===== config.mk =====
export PLATFORM = sky130hd
export DESIGN_NAME = atx_top
export DESIGN_NICKNAME = d
export VERILOG_FILES = /design/src/include/atx_pkg.sv /design/src/hdl/atx_top.sv
export VERILOG_INCLUDE_DIRS = /design/src /design/src/include
export SDC_FILE = /design/constraint.sdc
export NUM_CORES = 1
export LEC_CHECK = 0
export ABC_AREA = 1
export BUFFER_PORTS_ARGS = -buffer_cell sky130_fd_sc_hd__buf_4
export CAP_MARGIN = 20
export CORE_MARGIN = 2
export CORE_UTILIZATION = 52
export CTS_CLUSTER_DIAMETER = 60
export DETAILED_ROUTE_END_ITERATION = 7
export PLACE_DENSITY = 0.81
export SYNTH_ARGS = -nofsm -noshare
export SYNTH_HDL_FRONTEND = slang
export SYNTH_SLANG_ARGS = --single-unit

===== constraint.sdc =====
create_clock -name sys_clk -period 1.6 [get_ports sys_clk]
set_clock_uncertainty 0.1 [all_clocks]
set_input_delay 0.32 -clock sys_clk [delete_from_list [all_inputs] [get_ports sys_clk]]
set_output_delay 0.32 -clock sys_clk [all_outputs]
set_load 0.1 [all_outputs]

===== src/include/atx_consts.svh =====
// constants of the transmit routing and accessory detect block
`ifndef ATX_CONSTS_SVH
`define ATX_CONSTS_SVH

`define ATX_ADDR_W         8
`define ATX_OFF_CTRL       8'h00
`define ATX_OFF_GAIN       8'h04
`define ATX_OFF_FLAGS      8'h08
`define ATX_OFF_MASK       8'h0C
`define ATX_OFF_STATUS     8'h10

`define ATX_CTRL_STEREO_ADC   0
`define ATX_CTRL_VOICE_ADC    1
`define ATX_CTRL_BIAS1        2
`define ATX_CTRL_BIAS2        3
`define ATX_CTRL_BOOST        4
`define ATX_CTRL_DET_EN       5
`define ATX_CTRL_AUDIO_BIAS   6
`define ATX_CTRL_LAMP_EN      7
`define ATX_CTRL_RAMP_EN      8
`define ATX_CTRL_LSEL         9
`define ATX_CTRL_RSEL         10
`define ATX_CTRL_MCLK_EN      11
`define ATX_CTRL_MCLK_RATE    12
`define ATX_CTRL_PDM1_EN      13
`define ATX_CTRL_PDM2_EN      14
`define ATX_CTRL_W            15

`define ATX_GAIN_LCOARSE_LSB  0
`define ATX_GAIN_RCOARSE_LSB  2
`define ATX_GAIN_LMUTE        4
`define ATX_GAIN_RMUTE        5
`define ATX_GAIN_ADC_LSB      6
`define ATX_GAIN_LFINE_LSB    11
`define ATX_GAIN_RFINE_LSB    17
`define ATX_GAIN_W            23

`define ATX_FLAG_HP           0
`define ATX_FLAG_HS           1
`define ATX_FLAG_SHORT        2
`define ATX_FLAG_LONG         3
`define ATX_FLAG_W            4

`define ATX_CTRL_RESET        15'h0000
`define ATX_FINE_RESET        6'h39
`define ATX_COARSE_RESET      2'h0
`define ATX_ADC_GAIN_RESET    5'h00
`define ATX_MASK_RESET        4'h0

`define ATX_CLK_HZ            100000000
`define ATX_MS_PER_S          1000
`define ATX_DEBOUNCE_MS       30
`define ATX_LONG_PUSH_S       2
`define ATX_MCLK_LO_HZ        1000000
`define ATX_MCLK_HI_HZ        2000000

`define ATX_RESP_OKAY         2'h0
`define ATX_RESP_SLVERR       2'h2

`endif


===== src/include/atx_pkg.sv =====
// types of the transmit routing and accessory detect block
package atx_pkg;

   typedef enum logic [1:0] {
      ATX_DET_EMPTY     = 2'b00,
      ATX_DET_HEADPHONE = 2'b01,
      ATX_DET_HEADSET   = 2'b10,
      ATX_DET_PRESSED   = 2'b11
   } atx_det_state_t;

   typedef enum logic [2:0] {
      ATX_SRC_NONE      = 3'b000,
      ATX_SRC_LEFT_ANA  = 3'b001,
      ATX_SRC_RIGHT_ANA = 3'b010,
      ATX_SRC_FIRST_PDM = 3'b011,
      ATX_SRC_SECOND_PDM= 3'b100
   } atx_src_t;

endpackage : atx_pkg


===== src/hdl/atx_top.sv =====
// transmit path control: adc arbitration, bias, accessory detect, routing
`timescale 1ns/1ps
`include "atx_consts.svh"
`default_nettype none

module atx_top #(
   parameter int DEBOUNCE_CYCLES   = `ATX_CLK_HZ / `ATX_MS_PER_S * `ATX_DEBOUNCE_MS,
   parameter int LONG_PUSH_CYCLES  = `ATX_CLK_HZ * `ATX_LONG_PUSH_S
) (
   input  wire logic                     sys_clk,
   input  wire logic                     resetn,
   input  wire logic [`ATX_ADDR_W-1:0]   s_axi_awaddr,
   input  wire logic                     s_axi_awvalid,
   output logic                          s_axi_awready,
   input  wire logic [31:0]              s_axi_wdata,
   input  wire logic [3:0]               s_axi_wstrb,
   input  wire logic                     s_axi_wvalid,
   output logic                          s_axi_wready,
   output logic [1:0]                    s_axi_bresp,
   output logic                          s_axi_bvalid,
   input  wire logic                     s_axi_bready,
   input  wire logic [`ATX_ADDR_W-1:0]   s_axi_araddr,
   input  wire logic                     s_axi_arvalid,
   output logic                          s_axi_arready,
   output logic [31:0]                   s_axi_rdata,
   output logic [1:0]                    s_axi_rresp,
   output logic                          s_axi_rvalid,
   input  wire logic                     s_axi_rready,
   input  wire logic                     acc_present_raw,
   input  wire logic                     acc_low_imp_raw,
   input  wire logic                     first_pdm_mic,
   input  wire logic                     second_pdm_mic,
   output logic                          host_interrupt_pin,
   output logic                          first_bias_output,
   output logic                          second_bias_output,
   output logic                          first_bias_high,
   output logic                          adc_voice_mode,
   output logic                          adc_stereo_mode,
   output logic                          left_mic_amp_enable,
   output logic                          right_mic_amp_enable,
   output logic                          left_source_select,
   output logic                          right_source_select,
   output atx_pkg::atx_src_t             left_channel_src,
   output atx_pkg::atx_src_t             right_channel_src,
   output logic                          pdm_left_data,
   output logic                          pdm_right_data,
   output logic [1:0]                    left_coarse_gain,
   output logic [1:0]                    right_coarse_gain,
   output logic                          left_input_mute,
   output logic                          right_input_mute,
   output logic [4:0]                    adc_transmit_gain,
   output logic [5:0]                    left_fine_volume,
   output logic [5:0]                    right_fine_volume,
   output logic                          mic_clock_output
);

   localparam int DBW   = $clog2(DEBOUNCE_CYCLES + 1);
   localparam int LPW   = $clog2(LONG_PUSH_CYCLES + 1);
   localparam int HALF_LO = `ATX_CLK_HZ / (2 * `ATX_MCLK_LO_HZ);
   localparam int HALF_HI = `ATX_CLK_HZ / (2 * `ATX_MCLK_HI_HZ);
   localparam int MCW   = $clog2(HALF_LO + 1);

   // ---------------- registers ----------------
   logic [`ATX_CTRL_W-1:0] ctrl;
   logic [`ATX_GAIN_W-1:0] gain;
   logic [`ATX_FLAG_W-1:0] flags;
   logic [`ATX_FLAG_W-1:0] mask;

   // ---------------- bus slave ----------------
   logic [`ATX_ADDR_W-1:0] aw_addr;
   logic [31:0]            w_data;
   logic [3:0]             w_strb;

   wire aw_take  = s_axi_awvalid & s_axi_awready;
   wire w_take   = s_axi_wvalid & s_axi_wready;
   wire do_write = ~s_axi_awready & ~s_axi_wready & ~s_axi_bvalid;
   wire ar_take  = s_axi_arvalid & s_axi_arready;

   wire wr_ctrl  = do_write & (aw_addr == `ATX_OFF_CTRL);
   wire wr_gain  = do_write & (aw_addr == `ATX_OFF_GAIN);
   wire wr_flags = do_write & (aw_addr == `ATX_OFF_FLAGS);
   wire wr_mask  = do_write & (aw_addr == `ATX_OFF_MASK);
   wire wr_known = wr_ctrl | wr_gain | wr_flags | wr_mask | (aw_addr == `ATX_OFF_STATUS);

   wire [31:0] strb_mask = {{8{w_strb[3]}}, {8{w_strb[2]}}, {8{w_strb[1]}}, {8{w_strb[0]}}};
   wire [31:0] ctrl_wide = {17'h00000, ctrl};
   wire [31:0] gain_wide = {9'h000, gain};
   wire [31:0] mask_wide = {28'h0000000, mask};
   wire [31:0] ctrl_new  = (ctrl_wide & ~strb_mask) | (w_data & strb_mask);
   wire [31:0] gain_new  = (gain_wide & ~strb_mask) | (w_data & strb_mask);
   wire [31:0] mask_new  = (mask_wide & ~strb_mask) | (w_data & strb_mask);
   wire [`ATX_FLAG_W-1:0] flag_w1c = wr_flags ? (w_data[`ATX_FLAG_W-1:0] & {4{w_strb[0]}}) : 4'h0;

   atx_pkg::atx_det_state_t det_state;
   logic [1:0]              db;
   wire [31:0] status_word = {27'h0000000, adc_stereo_mode, adc_voice_mode,
                              det_state == atx_pkg::ATX_DET_PRESSED,
                              det_state == atx_pkg::ATX_DET_HEADSET || det_state == atx_pkg::ATX_DET_PRESSED,
                              db[0]};

   wire        rd_ctrl   = s_axi_araddr == `ATX_OFF_CTRL;
   wire        rd_gain   = s_axi_araddr == `ATX_OFF_GAIN;
   wire        rd_flags  = s_axi_araddr == `ATX_OFF_FLAGS;
   wire        rd_mask   = s_axi_araddr == `ATX_OFF_MASK;
   wire        rd_status = s_axi_araddr == `ATX_OFF_STATUS;
   wire        rd_known  = rd_ctrl | rd_gain | rd_flags | rd_mask | rd_status;
   wire [31:0] rd_word   = rd_ctrl   ? ctrl_wide :
                           rd_gain   ? gain_wide :
                           rd_flags  ? {28'h0000000, flags} :
                           rd_mask   ? mask_wide :
                           rd_status ? status_word : 32'h00000000;

   always_ff @(posedge sys_clk or negedge resetn) begin
      if (!resetn) begin
         s_axi_awready <= 1'b1;
         s_axi_wready  <= 1'b1;
         s_axi_bvalid  <= 1'b0;
         s_axi_bresp   <= `ATX_RESP_OKAY;
         aw_addr       <= 8'h00;
         w_data        <= 32'h00000000;
         w_strb        <= 4'h0;
      end else begin
         if (aw_take) begin
            s_axi_awready <= 1'b0;
            aw_addr       <= s_axi_awaddr;
         end else if (do_write) begin
            s_axi_awready <= 1'b1;
         end
         if (w_take) begin
            s_axi_wready <= 1'b0;
            w_data       <= s_axi_wdata;
            w_strb       <= s_axi_wstrb;
         end else if (do_write) begin
            s_axi_wready <= 1'b1;
         end
         if (do_write) begin
            s_axi_bvalid <= 1'b1;
            s_axi_bresp  <= wr_known ? `ATX_RESP_OKAY : `ATX_RESP_SLVERR;
         end else if (s_axi_bready) begin
            s_axi_bvalid <= 1'b0;
         end
      end
   end

   always_ff @(posedge sys_clk or negedge resetn) begin
      if (!resetn) begin
         s_axi_arready <= 1'b1;
         s_axi_rvalid  <= 1'b0;
         s_axi_rdata   <= 32'h00000000;
         s_axi_rresp   <= `ATX_RESP_OKAY;
      end else if (ar_take) begin
         s_axi_arready <= 1'b0;
         s_axi_rvalid  <= 1'b1;
         s_axi_rdata   <= rd_word;
         s_axi_rresp   <= rd_known ? `ATX_RESP_OKAY : `ATX_RESP_SLVERR;
      end else if (s_axi_rvalid && s_axi_rready) begin
         s_axi_rvalid  <= 1'b0;
         s_axi_arready <= 1'b1;
      end
   end

   always_ff @(posedge sys_clk or negedge resetn) begin
      if (!resetn) begin
         ctrl <= `ATX_CTRL_RESET;
         gain <= {`ATX_FINE_RESET, `ATX_FINE_RESET, `ATX_ADC_GAIN_RESET, 2'b00,
                  `ATX_COARSE_RESET, `ATX_COARSE_RESET};
         mask <= `ATX_MASK_RESET;
      end else begin
         if (wr_ctrl) ctrl <= ctrl_new[`ATX_CTRL_W-1:0];
         if (wr_gain) gain <= gain_new[`ATX_GAIN_W-1:0];
         if (wr_mask) mask <= mask_new[`ATX_FLAG_W-1:0];
      end
   end

   // ---------------- pin synchronisers and debounce ----------------
   wire [3:0]  pins_raw = {second_pdm_mic, first_pdm_mic, acc_low_imp_raw, acc_present_raw};
   logic [3:0] sync1;
   logic [3:0] sync2;
   logic [3:0] sync3;
   logic [DBW-1:0] db_cnt [2];

   always_ff @(posedge sys_clk or negedge resetn) begin
      if (!resetn) begin
         sync1 <= 4'h0;
         sync2 <= 4'h0;
         sync3 <= 4'h0;
      end else begin
         sync1 <= pins_raw;
         sync2 <= sync1;
         sync3 <= sync2;
      end
   end

   wire [3:0] pin_agree = ~(sync2 ^ sync3);

   for (genvar i = 0; i < 2; i++) begin : g_debounce
      wire moving = pin_agree[i] & (sync3[i] != db[i]);
      always_ff @(posedge sys_clk or negedge resetn) begin
         if (!resetn) begin
            db[i]     <= 1'b0;
            db_cnt[i] <= '0;
         end else if (!moving) begin
            db_cnt[i] <= '0;
         end else if (db_cnt[i] == DBW'(DEBOUNCE_CYCLES - 1)) begin
            db[i]     <= sync3[i];
            db_cnt[i] <= '0;
         end else begin
            db_cnt[i] <= db_cnt[i] + DBW'(1);
         end
      end
   end

   // ---------------- accessory detector ----------------
   logic           present_q;
   logic [LPW-1:0] push_cnt;
   wire  det_en    = ctrl[`ATX_CTRL_DET_EN];
   wire  full_mode = ctrl[`ATX_CTRL_AUDIO_BIAS] & ctrl[`ATX_CTRL_BIAS2];
   wire  attach    = db[0] & ~present_q;
   wire  detach    = ~db[0] & present_q;
   wire  low_imp   = db[1];
   wire  long_done = push_cnt == LPW'(LONG_PUSH_CYCLES);

   atx_pkg::atx_det_state_t next_det_state;
   logic [`ATX_FLAG_W-1:0]  ev_set;
   logic [`ATX_FLAG_W-1:0]  ev_clr;

   always_comb begin
      next_det_state = det_state;
      ev_set         = 4'h0;
      ev_clr         = 4'h0;
      if (!det_en) begin
         next_det_state = atx_pkg::ATX_DET_EMPTY;
      end else if (detach) begin
         next_det_state = atx_pkg::ATX_DET_EMPTY;
         if (!full_mode || det_state == atx_pkg::ATX_DET_HEADPHONE) begin
            ev_set[`ATX_FLAG_HP] = 1'b1;
         end
      end else begin
         unique case (det_state)
            atx_pkg::ATX_DET_EMPTY: begin
               if (attach) begin
                  if (full_mode && !low_imp) begin
                     next_det_state     = atx_pkg::ATX_DET_HEADSET;
                     ev_set[`ATX_FLAG_HS] = 1'b1;
                  end else begin
                     next_det_state     = atx_pkg::ATX_DET_HEADPHONE;
                     ev_set[`ATX_FLAG_HP] = 1'b1;
                  end
               end
            end
            atx_pkg::ATX_DET_HEADPHONE: begin
               if (full_mode && !low_imp) begin
                  next_det_state       = atx_pkg::ATX_DET_HEADSET;
                  ev_clr[`ATX_FLAG_HP] = 1'b1;
                  ev_set[`ATX_FLAG_HS] = 1'b1;
               end
            end
            atx_pkg::ATX_DET_HEADSET: begin
               if (full_mode && low_imp) begin
                  next_det_state = atx_pkg::ATX_DET_PRESSED;
               end
            end
            atx_pkg::ATX_DET_PRESSED: begin
               if (!low_imp) begin
                  next_det_state = atx_pkg::ATX_DET_HEADSET;
                  if (long_done) begin
                     ev_set[`ATX_FLAG_LONG] = 1'b1;
                  end else begin
                     ev_set[`ATX_FLAG_SHORT] = 1'b1;
                  end
               end
            end
         endcase
      end
   end

   wire [`ATX_FLAG_W-1:0] next_flags = (flags & ~flag_w1c & ~ev_clr) | ev_set;

   always_ff @(posedge sys_clk or negedge resetn) begin
      if (!resetn) begin
         det_state          <= atx_pkg::ATX_DET_EMPTY;
         present_q          <= 1'b0;
         push_cnt           <= '0;
         flags              <= 4'h0;
         host_interrupt_pin <= 1'b0;
      end else begin
         det_state          <= next_det_state;
         present_q          <= db[0];
         if (det_state != atx_pkg::ATX_DET_PRESSED) begin
            push_cnt <= '0;
         end else if (!long_done) begin
            push_cnt <= push_cnt + LPW'(1);
         end
         flags              <= next_flags;
         host_interrupt_pin <= |(next_flags & ~mask);
      end
   end

   // ---------------- adc mode and routing ----------------
   wire voice  = ctrl[`ATX_CTRL_VOICE_ADC];
   wire stereo = ctrl[`ATX_CTRL_STEREO_ADC] & ~voice;
   wire pdm1   = ctrl[`ATX_CTRL_PDM1_EN];
   wire pdm2   = ctrl[`ATX_CTRL_PDM2_EN];
   wire lamp   = ctrl[`ATX_CTRL_LAMP_EN];

   // left side and right side selection, pdm replaces the analog source
   wire atx_pkg::atx_src_t left_side  = pdm1 ? atx_pkg::ATX_SRC_FIRST_PDM  : atx_pkg::ATX_SRC_LEFT_ANA;
   wire atx_pkg::atx_src_t right_side = pdm2 ? atx_pkg::ATX_SRC_SECOND_PDM : atx_pkg::ATX_SRC_RIGHT_ANA;
   // first pin pdm cannot feed voice mode
   wire atx_pkg::atx_src_t voice_src  = !lamp ? right_side :
                                        pdm1  ? atx_pkg::ATX_SRC_NONE : left_side;
   wire atx_pkg::atx_src_t next_left  = voice  ? voice_src :
                                        stereo ? left_side : atx_pkg::ATX_SRC_NONE;
   wire atx_pkg::atx_src_t next_right = voice  ? voice_src :
                                        stereo ? right_side : atx_pkg::ATX_SRC_NONE;

   function automatic logic pdm_pick(input atx_pkg::atx_src_t src, input logic d1, input logic d2);
      pdm_pick = (src == atx_pkg::ATX_SRC_FIRST_PDM) ? d1 :
                 (src == atx_pkg::ATX_SRC_SECOND_PDM) ? d2 : 1'b0;
   endfunction : pdm_pick

   // ---------------- mic clock ----------------
   logic [MCW-1:0] mc_cnt;
   wire  [MCW-1:0] mc_half = ctrl[`ATX_CTRL_MCLK_RATE] ? MCW'(HALF_HI) : MCW'(HALF_LO);
   wire            mc_wrap = mc_cnt >= mc_half - MCW'(1);

   always_ff @(posedge sys_clk or negedge resetn) begin
      if (!resetn) begin
         mc_cnt           <= '0;
         mic_clock_output <= 1'b0;
      end else if (!ctrl[`ATX_CTRL_MCLK_EN]) begin
         mc_cnt           <= '0;
         mic_clock_output <= 1'b0;
      end else if (mc_wrap) begin
         mc_cnt           <= '0;
         mic_clock_output <= ~mic_clock_output;
      end else begin
         mc_cnt           <= mc_cnt + MCW'(1);
      end
   end

   // ---------------- registered outputs ----------------
   always_ff @(posedge sys_clk or negedge resetn) begin
      if (!resetn) begin
         first_bias_output    <= 1'b0;
         second_bias_output   <= 1'b0;
         first_bias_high      <= 1'b0;
         adc_voice_mode       <= 1'b0;
         adc_stereo_mode      <= 1'b0;
         left_mic_amp_enable  <= 1'b0;
         right_mic_amp_enable <= 1'b0;
         left_source_select   <= 1'b0;
         right_source_select  <= 1'b0;
         left_channel_src     <= atx_pkg::ATX_SRC_NONE;
         right_channel_src    <= atx_pkg::ATX_SRC_NONE;
         pdm_left_data        <= 1'b0;
         pdm_right_data       <= 1'b0;
         left_coarse_gain     <= `ATX_COARSE_RESET;
         right_coarse_gain    <= `ATX_COARSE_RESET;
         left_input_mute      <= 1'b0;
         right_input_mute     <= 1'b0;
         adc_transmit_gain    <= `ATX_ADC_GAIN_RESET;
         left_fine_volume     <= `ATX_FINE_RESET;
         right_fine_volume    <= `ATX_FINE_RESET;
      end else begin
         first_bias_output    <= ctrl[`ATX_CTRL_BIAS1];
         second_bias_output   <= ctrl[`ATX_CTRL_BIAS2];
         first_bias_high      <= ctrl[`ATX_CTRL_BIAS1] & ctrl[`ATX_CTRL_BOOST];
         adc_voice_mode       <= voice;
         adc_stereo_mode      <= stereo;
         left_mic_amp_enable  <= lamp;
         right_mic_amp_enable <= ctrl[`ATX_CTRL_RAMP_EN];
         left_source_select   <= ctrl[`ATX_CTRL_LSEL];
         right_source_select  <= ctrl[`ATX_CTRL_RSEL];
         left_channel_src     <= next_left;
         right_channel_src    <= next_right;
         pdm_left_data        <= pdm_pick(next_left, sync3[2], sync3[3]);
         pdm_right_data       <= pdm_pick(next_right, sync3[2], sync3[3]);
         left_coarse_gain     <= gain[`ATX_GAIN_LCOARSE_LSB +: 2];
         right_coarse_gain    <= gain[`ATX_GAIN_RCOARSE_LSB +: 2];
         left_input_mute      <= gain[`ATX_GAIN_LMUTE];
         right_input_mute     <= gain[`ATX_GAIN_RMUTE];
         adc_transmit_gain    <= gain[`ATX_GAIN_ADC_LSB +: 5];
         left_fine_volume     <= gain[`ATX_GAIN_LFINE_LSB +: 6];
         right_fine_volume    <= gain[`ATX_GAIN_RFINE_LSB +: 6];
      end
   end

endmodule : atx_top

`default_nettype wire


# Word level (Yosys, flattened, before mapping)
# Index checks and enable logic that the tools add are counted.
[totals]
output_inout_bits = 83
in_bits = 63
latchBits = 0
elab_cells = 212
mem_count = 0
ff_bits = 258
ramBits = 0
rom_bits = 0
[op_classes]
add_sub_neg = 5
multipliers = 0
shift = 0
mux = 64
n_lt_le_gt_ge = 1
div = 0
n_eq_ne = 27
bitwise_logic = 49
n_reduce_logical = 18
[op_table]
columns = ["cell", "count"]
rows = [
  ["$mux 22", 4],
  ["$mux 28", 2],
  ["$and 23x23->23", 2],
  ["$mux 23", 2],
  ["$add 22x1->22 const B", 2],
  ["$eq 22x22->1 const B", 2],
  ["$eq 8x4->1 const B", 4],
  ["$mux 2", 15],
  ["$add 28x1->28 const B", 1],
  ["$eq 28x28->1 const B", 1],
  ["$mux 1", 25],
  ["$not 23->23", 1],
  ["$or 23x23->23", 1],
  ["$and 4x4->4", 5],
  ["$mux 3", 6],
  ["$mux 6", 3],
  ["$and 1x1->1", 16],
  ["$eq 8x3->1 const B", 2],
  ["$eq 8x5->1 const B", 2],
  ["$logic_not 8->1", 2],
  ["$and 15x15->15", 1],
  ["$mux 5", 3],
  ["$or 15x15->15", 1],
  ["$ne 4x3->1 const B", 3],
  ["other kinds (29)", 58],
]

# Logic depth before layout (Yosys ltp)
[logic_depth]
ltp_word = 11
ltp_mapped = 13

# Worst setup path after synthesis
# Ideal clock, no wire load.
[synth_path]
path_type = "register to register"
from = "register s_axi_bvalid"
to = "register (tool-made name)"
arrival_time_ns = 1.779
period_less_slack_ns = 2.001
slack_ns = -0.401
required_ns = 1.378
stages_incl_launch_ff = 8
setup_time_ns = 0.122
path_cell_list = "dfrtp_1 -> inv_1 -> nand3_1 -> nor2_2 -> nand3_2 -> buf_2 -> nand2_1 -> o21ai_1"
[synth_rtl]
columns = ["item", "line", "text"]
rows = [
  ["from (decl)", "atx_top.sv:20", "output logic s_axi_bvalid,"],
  ["from (signal assigned)", "atx_top.sv:117", "s_axi_bvalid <= 1'b0;"],
  ["from (signal assigned)", "atx_top.sv:137", "s_axi_bvalid <= 1'b1;"],
  ["from (signal assigned)", "atx_top.sv:140", "s_axi_bvalid <= 1'b0;"],
]

==> flow_metrics.py <==
metrics = {
    "status": {
        "status": "complete, but fails checks",
        "violations": "DRC, setup timing",
    },
    "hold_path": {
        "hold_depth": 3,
        "hold_start": "s_axi_araddr[5]",
        "hold_path_end": "s_axi_rresp[1]",
        "min_path_type": "in -> reg",
    },
    "logic_synthesis": {
        "synth_edf_count": 0,
        "synth_area_sq_mm": 0.0111,
        "ys_ff_latch": 247,
        "synth.area.top_cells": "dfrtp_1, nand2_1, nor2_1",
        "yosysUniqueCellTypes": 46,
        "synth_cells": 1268,
        "ys_seq_area_share_pct": 55.7,
        "synth_top_area_share_pct": 51.2,
        "synth.most_common_cell": "nand2_1",
        "async_flop_share_pct": 100,
        "synth_ff_type": "dfrtp_1",
        "syn_area_per_cell_sq_um": 8.79,
        "yosysTopAreaCell": "dfrtp_1",
        "synth-warning-count": 0,
        "synth.top_cells.by_count": "nand2_1, dfrtp_1, nor2_1",
    },
    "global_route": {
        "grt-ovfl-total": 0,
        "grt_max_degree": 51,
        "grt_pass1_wl_mm": 52.6,
        "grt_pass1_vias": 10400,
        "grt_antenna_before_repair": 0,
        "track_usage_pct": 29.6,
    },
    "layout": {
        "finalCoreUtilization_pct": 76.0,
        "final_cells": 1864,
        "antenna_cells": 0,
        "fillers": 1180,
        "fin_nets": 1641,
        "syn_to_final_growth_pct": 43.4,
        "drive_gt1_share_pct": 32.6,
    },
    "clock_tree": {
        "insertion_delay_ps": 560,
        "cts_tree": "built",
        "ctsLongestPathBuffers": 3,
        "clock_sinks": 247,
        "root_buffer": "clkbuf_16",
        "path_clk_slew_ps": 70,
        "htree_levels": 1,
        "cts_buffers": 25,
    },
    "sta": {
        "worst_pin_slew_ps": 625,
        "rsz0062_at_grt": "true",
        "timing.fmax_mhz": 499,
        "hold_slack_ps": 37.3,
        "maxSlewHeadroom_pct": 58.3,
        "setup_viol": 94,
        "min_period_ps": 2000,
        "hold_violations": 0,
        "setup_slack_ps": -404,
        "slew_violations": 0,
        "fin_crit_sh_pct": 125,
    },
    "power_and_ir_drop": {
        "power_frac_clock_pct": 28.1,
        "switching_share_pct": 39.9,
        "power_mw": 20.7,
        "pwr-share-comb_pct": 32.2,
        "seqPwrFrac_pct": 39.6,
        "power.density_mw_per_mm2": 1290,
        "switchingPower_mw": 8.24,
        "power.leakage_nw": 7.39,
        "irDropWorstVdd_v": 0.00137,
        "intPower_mw": 12.4,
    },
    "routing": {
        "firstDrtPassIters": 8,
        "vias_per_cell": 5.90,
        "antenna_left": 0,
        "drc": 4,
        "drt-initial-drc-count": 1440,
        "wl_mm": 40.0,
        "wl_per_cell_um": 21.5,
        "dr_total_vias": 11000,
    },
    "worst_setup_path": {
        "crit_arrival_ps": 2330,
        "critical_path_class": "reg -> reg",
        "reg2regPathDepth": 7,
        "critPathCaptureType": "flop",
        "cp_data_required_time_ps": 1930,
        "r2r_start": "aw_addr[7]",
        "path_cells": "nor2_2 > nand2_2 > buf_6 > nor2_4 > buf_4 > nand3_4 > o21ai_0",
        "slowest_stage": "dfrtp_1",
        "start_kind": "flop",
        "cpPeakStageDelay_ps": 410,
        "path_max_fanout": 8,
        "ff2ff_setup_slack_ps": -400,
    },
    "placed_design": {
        "gp_congestion": 0.943,
        "post-dp-hpwl_mm": 19.8,
        "portBuffers": 124,
        "dp_slack_ps": -148,
        "dpl.cell_count": 1732,
    },
    "floorplan": {
        "die_width_um": 150,
        "io-pin-count": 146,
        "dieHeight_um": 150,
        "dieArea_sq_mm": 0.0226,
        "core_region_area_sq_mm": 0.0210,
        "rows": 53,
        "start_util_pct": 53.0,
    },
    "flow_run": {
        "cap_violations": 0,
    },
}
[worst max-delay path by stage]
| stage | start | endpoint | slack [ps] | cells past startpoint |
|---|---|---|---|---|
| 3_3_place_gp | flop | mic_clock_output | -60 | 8 |
| 4_1_cts | s_axi_wready | s_axi_wready | -200 | 1 |
| 6_report | aw_addr[7] | flop | -400 | 7 |
| 3_5_place_dp | flop | mc_cnt[3] | -150 | 7 |
| 5_1_grt | aw_addr[7] | flop | -400 | 7 |
| 2_1_floorplan | s_axi_bvalid | flop | -40 | 7 |
[layer usage]
metal / share of wire (%) / GRT usage (%) / vias up
met2: 49 / 49.5 / 801
met5: 0 / 0 / -
met3: 9.3 / 5.42 / 267
met1: 35 / 37.2 / 5250
met4: 7.1 / 14.6 / 0
li1: - / - / 4686
[power by group through the flow]
stage | logic (mW) | clock network (mW) | registers, mW
floorplan | 1.64 | 0 | 10.0
global placement | 5.06 | 0 | 7.82
detailed placement | 5.20 | 0 | 7.85
CTS | 5.81 | 5.70 | 7.89
global route | 6.88 | 6.10 | 8.22
finish | 6.66 | 5.82 | 8.19
[area by class of cell]
class	instances	area [sq um]	share of cell area, %
multi-input cells	852	4930	30.8
repair buffers	299	3140	19.7
clock inverters	8	67.6	0.423
inverters	145	544	3.41
well taps	275	344	2.15
flip-flops and latches	247	6230	39.0
clock buffers	38	724	4.53
[cell usage in the layout, fill, tap and decap left out, types with 7 or more instances in the layout]
cell type,count
nand2_2,22
conb_1,11
nor2_2,19
nor2_1,161
dfrtp_2,7
buf_8,8
xnor2_1,7
dfstp_2,16
inv_2,21
o21ai_2,27
buf_4,171
nor2_4,10
mux2_2,8
inv_1,124
dfrtp_1,220
buf_6,31
buf_12,43
xor2_1,23
o21ai_0,19
o21ai_1,21
dlygate4sd3_1,42
a21oi_1,64
nand3_4,11
nand2_4,31
clkbuf_1,8
nor3_1,27
nand4_1,22
nand3_1,59
nor3_2,18
nand2_1,228
clkbuf_16,26
[cell families after synthesis]
| logic type | after synthesis | synth area share (%) |
|---|---|---|
| adder cells (fa/ha/maj) | 8 | 0.898 |
| multiplexers | 8 | 0.809 |
| flip-flops | 247 | 55.7 |
| AND/OR/NAND/NOR | 638 | 25.3 |
| AO/OA/AOI/OAI | 156 | 8.22 |
| other | 1 | 0.0337 |
| XOR/XNOR | 30 | 2.36 |
| buffers and inverters | 180 | 6.74 |
[through the flow]
step,cell area [sq um],setup TNS [ps]
2_1_floorplan,11200,-189
3_3_place_gp,13100,-551
3_5_place_dp,13100,-2120
4_1_cts,15100,-2670
5_1_grt,16000,-18790
6_report,16000,-13390
[timing repair]
action                                 in CTS  in global routing
setup endpoints to repair                 116                173
hold buffers                               42                  0
pin swaps                                  18                 36
cloned                                      3                  2
buffers inserted                           14                 25
endpoints found under the hold margin     270                  0
gates resized for setup                   153                172
[critical path, delay by kind of cell, from the launching register on]
| family | cells | cell delay, ps |
|---|---|---|
| flops | 1 | 410 |
| simple gates | 4 | 670 |
| compound gates | 1 | 370 |
| buf+inv | 2 | 330 |
(Power assumes the default switching activity.)
